===== src/shared/uart_baud_consts.vh =====
`ifndef UART_BAUD_CONSTS_VH
`define UART_BAUD_CONSTS_VH
// ----------------------------------------
// Register addresses
// ----------------------------------------
`define ADDR_SERIAL_CTRL 8'h98
`define ADDR_DATA_BUF 8'h99
`define ADDR_STATUS 8'hBA
`define ADDR_BAUD_CTRL 8'hBD
`define ADDR_DIV_LOW 8'hBE
`define ADDR_DIV_HIGH 8'hBF
// ----------------------------------------
// Field positions and reset values
// ----------------------------------------
`define BGC_ENABLE 0
`define BGC_SOURCE 1
`define CTRL_RESET 8'h00
`define STAT_FRAME_ERR 0
`define STAT_BREAK 1
// ----------------------------------------
// Divisors and counts
// ----------------------------------------
`define DIV_SLOW 16'h0020
`define DIV_FAST 16'h0010
`define DIV_GEN_ADD 16'h0010
`define T1_BASE 9'h100
`define T1_MUL_SLOW 6
`define T1_MUL_FAST 5
`define OVS_COUNT 16
`define BREAK_BITS 11
`endif


===== src/hw/uart_baud_frame.v =====
// Behaviour
// - Divisor writes while enabled give unpredictable generator behaviour.
// - Mode 0 at clock/16; mode 2 at clock/32, or /16 when doubled.
// - Modes 1,3 with source 0: clock/((256-reload)*64), or *32 when doubled.
// - Modes 1,3 with source 1: clock/(divisor+16), doubling ignored.
// - Generator control: enable bit 0, source bit 1, both clear on reset.
// - A stop bit sampled low flags a framing error.
// - Framing errors always show in the status register.
// - With view bit set, control bit 7 is the framing flag, else mode bit.
// - Eleven consecutive low bits detect a break in modes 2,3, twenty in mode 1; reported in status.
// - A break also raises the framing error.
// - After a break the receiver idles until a stop bit arrives.
// - With break reset enabled, a break resets into programming mode.
// - Mode 1 frame: low start, eight data bits LSB first, high stop.
// - Modes 2,3 add a ninth data bit before the stop bit.
// - Data buffer write starts transmit; start bit starts enabled receive in modes 1-3, never in mode 0.
`include "uart_baud_consts.vh"
`timescale 1ns/100ps
`default_nettype none
module uart_baud_frame (
    // Clock and reset
    input wire ref_clk_in,
    input wire rst_n_in,
    // Register port
    input wire [7:0] reg_addr_in,
    input wire [7:0] reg_wdata_in,
    input wire reg_wr_in,
    input wire [7:0] reg_bit_mask_in,
    output reg [7:0] reg_rdata_out,
    // Loose control bits
    input wire timer_baud_doubling_in,
    input wire frame_error_view_select_in,
    input wire break_reset_enable_in,
    input wire [7:0] timer_one_reload_value_in,
    // Serial lines
    input wire rxd_in,
    output reg txd_out,
    // Break reset request
    output reg isp_reset_out
);
// ----------------------------------------
// Reset release
// ----------------------------------------
reg [1:0] rst_sync_q;
wire rst_n;
always @(posedge ref_clk_in or negedge rst_n_in) begin
    if (!rst_n_in) rst_sync_q <= 2'b00;
    else rst_sync_q <= {rst_sync_q[0], 1'b1};
end
assign rst_n = rst_sync_q[1];
// ----------------------------------------
// Registers
// ----------------------------------------
reg [7:0] ctrl_q;
reg fe_q, brk_q;
reg [1:0] bgc_q;
reg [7:0] div_lo_q, div_hi_q;
reg [7:0] txbuf_q;
reg [7:0] rxbuf_q;
wire [1:0] mode = {ctrl_q[7], ctrl_q[6]};
wire wr_ctrl = reg_wr_in && (reg_addr_in == `ADDR_SERIAL_CTRL);
wire wr_stat = reg_wr_in && (reg_addr_in == `ADDR_STATUS);
wire [7:0] ctrl_wv = (ctrl_q & ~reg_bit_mask_in) | (reg_wdata_in & reg_bit_mask_in);
reg fe_set, brk_set, rx_done, rb8_d, tx_done;
always @(posedge ref_clk_in or negedge rst_n) begin
    if (!rst_n) begin
        ctrl_q <= `CTRL_RESET;
        fe_q <= 1'b0;
        brk_q <= 1'b0;
        bgc_q <= 2'b00;
        div_lo_q <= 8'h00;
        div_hi_q <= 8'h00;
        txbuf_q <= 8'h00;
    end else begin
        if (wr_ctrl) begin
            ctrl_q[6:0] <= ctrl_wv[6:0];
            if (!frame_error_view_select_in) ctrl_q[7] <= ctrl_wv[7];
        end
        if (rx_done) ctrl_q[0] <= 1'b1;
        if (rx_done) ctrl_q[2] <= rb8_d;
        if (tx_done) ctrl_q[1] <= 1'b1;
        if (fe_set || brk_set) fe_q <= 1'b1;
        else if (wr_ctrl && frame_error_view_select_in && !ctrl_wv[7]) fe_q <= 1'b0;
        else if (wr_stat && !reg_wdata_in[`STAT_FRAME_ERR]) fe_q <= 1'b0;
        if (brk_set) brk_q <= 1'b1;
        else if (wr_stat && !reg_wdata_in[`STAT_BREAK]) brk_q <= 1'b0;
        if (reg_wr_in && reg_addr_in == `ADDR_BAUD_CTRL) bgc_q <= reg_wdata_in[1:0];
        // Loaded unconditionally; changes while running are unpredictable
        if (reg_wr_in && reg_addr_in == `ADDR_DIV_LOW) div_lo_q <= reg_wdata_in;
        if (reg_wr_in && reg_addr_in == `ADDR_DIV_HIGH) div_hi_q <= reg_wdata_in;
        if (reg_wr_in && reg_addr_in == `ADDR_DATA_BUF) txbuf_q <= reg_wdata_in;
    end
end
// ----------------------------------------
// Read mux
// ----------------------------------------
always @(posedge ref_clk_in or negedge rst_n) begin
    if (!rst_n) reg_rdata_out <= 8'h00;
    else begin
        case (reg_addr_in)
            `ADDR_SERIAL_CTRL: reg_rdata_out <= {frame_error_view_select_in ? fe_q : ctrl_q[7], ctrl_q[6:0]};
            `ADDR_DATA_BUF: reg_rdata_out <= rxbuf_q;
            `ADDR_STATUS: reg_rdata_out <= {6'h00, brk_q, fe_q};
            `ADDR_BAUD_CTRL: reg_rdata_out <= {6'h00, bgc_q};
            `ADDR_DIV_LOW: reg_rdata_out <= div_lo_q;
            `ADDR_DIV_HIGH: reg_rdata_out <= div_hi_q;
            default: reg_rdata_out <= 8'h00;
        endcase
    end
end
// ----------------------------------------
// Bit timing
// ----------------------------------------
wire [15:0] gen_div = {div_hi_q, div_lo_q} + `DIV_GEN_ADD;
wire [15:0] t1_len = {7'h00, `T1_BASE - {1'b0, timer_one_reload_value_in}};
wire [15:0] t1_slow = t1_len << `T1_MUL_SLOW;
wire [15:0] t1_fast = t1_len << `T1_MUL_FAST;
wire baud_run = !(mode[0] && bgc_q[`BGC_SOURCE] && !bgc_q[`BGC_ENABLE]);
reg [15:0] bit_len;
always @* begin
    case (mode)
        2'b00: bit_len = `DIV_FAST;
        2'b10: bit_len = timer_baud_doubling_in ? `DIV_FAST : `DIV_SLOW;
        default: begin
            if (bgc_q[`BGC_SOURCE]) bit_len = gen_div;
            else bit_len = timer_baud_doubling_in ? t1_fast : t1_slow;
        end
    endcase
end
// Transmit bit tick, free running
reg [15:0] cnt_q;
reg bit_tick;
always @(posedge ref_clk_in or negedge rst_n) begin
    if (!rst_n) begin
        cnt_q <= 16'h0000;
        bit_tick <= 1'b0;
    end else begin
        bit_tick <= 1'b0;
        if (!baud_run) cnt_q <= 16'h0000;
        else if (cnt_q >= bit_len - 16'h0001) begin
            cnt_q <= 16'h0000;
            bit_tick <= 1'b1;
        end else cnt_q <= cnt_q + 16'h0001;
    end
end
// ----------------------------------------
// Receive input synchroniser
// ----------------------------------------
reg [2:0] rx_sync_q;
reg rx_q;
always @(posedge ref_clk_in or negedge rst_n) begin
    if (!rst_n) begin
        rx_sync_q <= 3'b111;
        rx_q <= 1'b1;
    end else begin
        rx_sync_q <= {rx_sync_q[1:0], rxd_in};
        if (rx_sync_q[2] == rx_sync_q[1]) rx_q <= rx_sync_q[2];
    end
end
// ----------------------------------------
// Receiver
// ----------------------------------------
localparam RX_IDLE = 2'd0, RX_SHIFT = 2'd1, RX_BREAK = 2'd2;
reg [1:0] rx_st_q;
reg [3:0] rx_cnt_q, low_cnt_q;
reg [8:0] rx_sh_q;
reg [15:0] rx_ph_q;
wire [3:0] rx_bits = mode[1] ? 4'd10 : 4'd9;
// Receive sample tick, mid-bit from the start edge
wire rx_tick = (rx_st_q == RX_SHIFT) && baud_run && (rx_ph_q == 16'h0000);
always @* begin
    fe_set = 1'b0;
    brk_set = 1'b0;
    rx_done = 1'b0;
    rb8_d = 1'b0;
    if (rx_tick && rx_cnt_q == rx_bits) begin
        rb8_d = mode[1] ? rx_sh_q[8] : rx_q;
        if (!rx_q) fe_set = 1'b1;
        if (!rx_q && low_cnt_q >= `BREAK_BITS - 1) brk_set = 1'b1;
        else rx_done = 1'b1;
    end
end
always @(posedge ref_clk_in or negedge rst_n) begin
    if (!rst_n) begin
        rx_st_q <= RX_IDLE;
        rx_cnt_q <= 4'd0;
        low_cnt_q <= 4'd0;
        rx_sh_q <= 9'h000;
        rxbuf_q <= 8'h00;
        rx_ph_q <= 16'h0000;
    end else begin
        case (rx_st_q)
            RX_IDLE: begin
                low_cnt_q <= 4'd0;
                if (ctrl_q[4] && mode != 2'b00 && !rx_q) begin
                    rx_st_q <= RX_SHIFT;
                    rx_cnt_q <= 4'd0;
                    rx_ph_q <= {1'b0, bit_len[15:1]};
                end
            end
            RX_SHIFT: begin
                if (rx_tick) begin
                    rx_ph_q <= bit_len - 16'h0001;
                    rx_cnt_q <= rx_cnt_q + 4'd1;
                    low_cnt_q <= rx_q ? 4'd0 : (low_cnt_q == 4'hf ? 4'hf : low_cnt_q + 4'd1);
                    // A high start sample was a glitch
                    if (rx_cnt_q == 4'd0 && rx_q) rx_st_q <= RX_IDLE;
                    if (rx_cnt_q != 4'd0 && rx_cnt_q != rx_bits) begin
                        if (mode[1]) rx_sh_q <= {rx_q, rx_sh_q[8:1]};
                        else rx_sh_q <= {1'b0, rx_q, rx_sh_q[7:1]};
                    end
                    if (rx_cnt_q == rx_bits) begin
                        rx_cnt_q <= 4'd0;
                        if (brk_set) rx_st_q <= RX_BREAK;
                        else begin
                            rxbuf_q <= rx_sh_q[7:0];
                            // A low stop keeps sampling so a break across frames is counted
                            if (rx_q) rx_st_q <= RX_IDLE;
                        end
                    end
                end else if (rx_ph_q != 16'h0000) rx_ph_q <= rx_ph_q - 16'h0001;
            end
            RX_BREAK: begin
                if (rx_q) rx_st_q <= RX_IDLE;
            end
            default: rx_st_q <= RX_IDLE;
        endcase
    end
end
// ----------------------------------------
// Transmitter and break reset
// ----------------------------------------
reg [10:0] tx_sh_q;
reg [3:0] tx_cnt_q;
reg tx_busy_q;
always @* tx_done = tx_busy_q && bit_tick && tx_cnt_q == 4'd0;
always @(posedge ref_clk_in or negedge rst_n) begin
    if (!rst_n) begin
        tx_sh_q <= 11'h7FF;
        tx_cnt_q <= 4'd0;
        tx_busy_q <= 1'b0;
        txd_out <= 1'b1;
        isp_reset_out <= 1'b0;
    end else begin
        isp_reset_out <= brk_set && break_reset_enable_in;
        if (reg_wr_in && reg_addr_in == `ADDR_DATA_BUF) begin
            tx_busy_q <= 1'b1;
            tx_cnt_q <= mode[1] ? 4'd11 : 4'd10;
            tx_sh_q <= mode[1] ? {1'b1, ctrl_q[3], reg_wdata_in, 1'b0} : {2'b11, reg_wdata_in, 1'b0};
        end else if (tx_busy_q && bit_tick) begin
            if (tx_cnt_q == 4'd0) tx_busy_q <= 1'b0;
            else begin
                txd_out <= tx_sh_q[0];
                tx_sh_q <= {1'b1, tx_sh_q[10:1]};
                tx_cnt_q <= tx_cnt_q - 4'd1;
            end
        end
    end
end
endmodule
`default_nettype wire


===== config.mk =====
export PLATFORM = sky130hd
export DESIGN_NAME = uart_baud_frame
export DESIGN_NICKNAME = d
export VERILOG_FILES = /design/src/hw/uart_baud_frame.v
export VERILOG_INCLUDE_DIRS = /design/src /design/src/shared
export SDC_FILE = /design/constraint.sdc
export NUM_CORES = 1
export LEC_CHECK = 0
export BUFFER_PORTS_ARGS = -buffer_cell sky130_fd_sc_hd__buf_2
export CORE_MARGIN = 8
export CORE_UTILIZATION = 40
export DETAILED_ROUTE_END_ITERATION = 16
export SYNTH_ARGS = -nofsm -noshare
export SYNTH_HDL_FRONTEND = slang
export SYNTH_SLANG_ARGS = --single-unit

===== constraint.sdc =====
create_clock -name ref_clk_in -period 5 [get_ports ref_clk_in]
set_input_delay 0.5 -clock ref_clk_in [delete_from_list [all_inputs] [get_ports ref_clk_in]]
set_output_delay 0.5 -clock ref_clk_in [all_outputs]
set_load 0.02 [all_outputs]

==> impl_metrics.env <==
export IMPL_grt_total_usage_pct=17.2
export IMPL_reg2reg_depth=16
export IMPL_endpoint_kind="register"
export IMPL_htreeDepth=4
export IMPL_postCtsHoldBufs=1
export IMPL_synth_seq_area_share_pct=42.3
export IMPL_clkLatencyLatePin_ns=0.42
export IMPL_synth_most_common_cell="dfrtp_1"
export IMPL_place_ws_ns=0.748
export IMPL_die_w_um=149
export IMPL_period_share_pct=85.1
export IMPL_syn_num_nets=793
export IMPL_cts_buffer_depth=2
export IMPL_yosysTopAreaCellShare_pct=36.7
export IMPL_fmax_ghz=0.235
export IMPL_placedCellCount=979
export IMPL_r2r_end="cnt_q[0]$_DFF_PN0_"
export IMPL_vias=5715
export IMPL_io_buffers=48
export IMPL_antennaDiodeCount=0
export IMPL_r2r_start="bgc_q[1]$_DFFE_PN0P_"
export IMPL_period_needed_ns=4.26
export IMPL_synth_area_leaders="dfrtp_1, mux2_2, dfstp_2"
export IMPL_antenna_found_initial=0
export IMPL_final_net_count=839
export IMPL_powerDensity_nw_per_um2=345
export IMPL_dieArea_um2=22200
export IMPL_die_y_um=149
export IMPL_ant_nets=0
export IMPL_finalSetupViolCount=0
export IMPL_netlist_area_um2=7090
export IMPL_cp_endpoint="cnt_q[0]$_DFF_PN0_"
export IMPL_worstHoldPathType="in -> reg"
export IMPL_core_area_um2=17300
export IMPL_critical_path_startpoint="bgc_q[1]$_DFFE_PN0P_"
export IMPL_report_final_slew_viol_count=0
export IMPL_grt_max_degree=75
export IMPL_synth_common_cells="dfrtp_1, nor2_1, nand2_1"
export IMPL_cts_buffers=17
export IMPL_root_buffer="clkbuf_16"
export IMPL_async_flop_share_pct=100
export IMPL_yosysTopAreaCell="dfrtp_1"
export IMPL_worst_slew_pin_slew_ns=0.955
export IMPL_ctsResizeCount=0
export IMPL_crit_fanout=19
export IMPL_worst_slack_ns=0.743
export IMPL_grt_overflow=0
export IMPL_tritoncts="yes"
export IMPL_wl_per_cell_um=18.3
export IMPL_start_util_pct=41.0
export IMPL_gp_congestion=0.891
export IMPL_rsz0062_at_grt="false"
export IMPL_fin_tns_setup_ns=0
export IMPL_drtIter0Drc=469
export IMPL_synth_seq_cells=119
export IMPL_required_ns=5.34
export IMPL_finClkSkew_ns=0.0126
export IMPL_grt_pass1_vias=5827
export IMPL_slowest_stage="dfrtp_1"
export IMPL_ff2ff_setup_slack_ns=0.74
export IMPL_post_cts_setup_buffers=0
export IMPL_routed_wl_um=18500
export IMPL_finalHoldViolations=0
export IMPL_p_leak_nw=3.60
export IMPL_slew_headroom_pct=36.3
export IMPL_drc=0
export IMPL_area_delta_synth_final_pct=14.9
export IMPL_ys_flop_type="dfrtp_1"
export IMPL_clkSlewWorstSetupHoldPaths_ns=0.06
export IMPL_arrival_ns=4.60
export IMPL_rows=48
export IMPL_ir_drop_uv=253
export IMPL_crit_type="reg -> reg"
export IMPL_path_cells="and2_0 > nand2_1 > ha_1 > o21ai_0 > a2111oi_2 > and2b_2 > nand2_1 > xnor2_1 > ha_1 > a21o_1 > a21oi_1 > or3b_2 > a21oi_1 > o311ai_1 > buf_4 > nor2_1"
export IMPL_synthDistinctLibCells=88
export IMPL_cp_start_kind="register"
export IMPL_io_pins=49
export IMPL_grt_pass1_wl_um=30500
export IMPL_stdcell_count=1012
export IMPL_dpl_hpwl_um=13600
export IMPL_drive_gt1_share_pct=21.0
export IMPL_cp_slowest_stage_delay_ns=0.57
export IMPL_drtPass1Iterations=5
export IMPL_drv_cap=0
export IMPL_clock_sinks=119
export IMPL_via_per_inst=5.65
export IMPL_status="complete, no violations"
export IMPL_synthCells=728
export IMPL_syn_avg_cell_area_um2=9.74
export IMPL_synth_edf_count=0
export IMPL_finalPower_mw=2.81
export IMPL_synth_warnings=0
-- cells in the final DEF (no fill, tap or decap), drive strengths merged, types with 6 or more instances in the layout --
cell	count
a21o	12
a21oi	43
a221o	10
and2	7
and3	7
buf	54
clkbuf	20
dfrtp	104
dfstp	15
ha	26
inv	23
mux2	43
mux2i	22
nand2	65
nand2b	9
nand3	30
nand4	9
nor2	72
nor3	17
nor3b	8
nor4	6
o21ai	43
or3	6
xnor2	23
xor2	17
-- layer usage --
| layer | vias to the layer above | routed length (um) | GRT usage [%] |
|---|---|---|---|
| li1 | 2753 | - | - |
| met3 | 34 | 951 | 4.43 |
| met1 | 2773 | 8490 | 22.6 |
| met4 | 0 | 462 | 7.22 |
| met5 | - | 0 | 0 |
| met2 | 155 | 8630 | 26.5 |
-- metrics by stage --
step | instance area (um^2) | hold WS, ns | utilization, %
2_1_floorplan | 7090 | 0.204 | -
3_3_place_gp | 7520 | 0.285 | 43.5
3_5_place_dp | 7520 | 0.291 | 43.5
4_1_cts | 8150 | 0.166 | 47.1
5_1_grt | 8150 | 0.169 | 47.1
6_report | 8150 | 0.180 | 47.1
-- area by class of cell --
cell class                      count  area, um^2
Multi-Input combinational cell    562        3880
Tap cell                          225         282
Clock inverter                     12         165
Clock buffer                       20         457
Inverter                           19        71.3
Sequential cell                   119        3000
Fill cell                        1603        9150
Timing Repair Buffer               55         295
-- cells by family (layout without fill, tap and decap cells) --
group                      Yosys count  count (layout)  synth area share (%)
DFF                                119             119                  42.3
and+or+nand+nor                    265             265                  19.2
xor gates and xnor gates            40              40                  4.94
buffers and inverters               47             106                  3.02
other                                1               1                0.0529
adders and majority gates           27              27                  4.73
AOI/OAI and AO/OA                  164             164                  15.8
muxes                               65              65                  9.99
-- worst max-delay path, delay by kind of cell, from the launching register on --
| family | cells | cell delay, ns |
|---|---|---|
| and+or+nand+nor | 6 | 1.49 |
| AOI/OAI and AO/OA | 6 | 1.18 |
| DFF | 1 | 0.57 |
| adders and majority gates | 2 | 0.49 |
| xor gates and xnor gates | 1 | 0.25 |
| buffers and inverters | 1 | 0.22 |
-- worst min-delay path by stage --
stage             start                 endpoint  slack [ns]  cells after the start
5_1_grt          rxd_in   rx_sync_q[0]$_DFF_PN1_        0.17                      1
3_3_place_gp   rst_n_in  rst_sync_q[0]$_DFF_PN0_        0.29                      1
4_1_cts          rxd_in   rx_sync_q[0]$_DFF_PN1_        0.17                      1
3_5_place_dp   rst_n_in  rst_sync_q[0]$_DFF_PN0_        0.29                      1
2_1_floorplan  rst_n_in  rst_sync_q[0]$_DFF_PN0_        0.20                      0
6_report         rxd_in   rx_sync_q[0]$_DFF_PN1_        0.18                      1
-- report_power, final --
| part | internal (mW) | switching [mW] | total [mW] |
|---|---|---|---|
| sequential | 1.06 | 0.0918 | 1.15 |
| clock | 0.818 | 0.471 | 1.29 |
| combinational | 0.169 | 0.202 | 0.371 |
| total | 2.05 | 0.765 | 2.81 |
-- registers in the layout (all words and copies together) (netlist names), 3 cells and up, named ones only --
name and count:
cnt_q 16, rx_ph_q 16, tx_sh_q 10, rx_sh_q 9, div_hi_q 8, div_lo_q 8, reg_rdata_out 8, rxbuf_q 8
low_cnt_q 4, rx_cnt_q 4, tx_cnt_q 4, ctrl_q 3, rx_sync_q 3
Power figures use the tool's default switching activity.
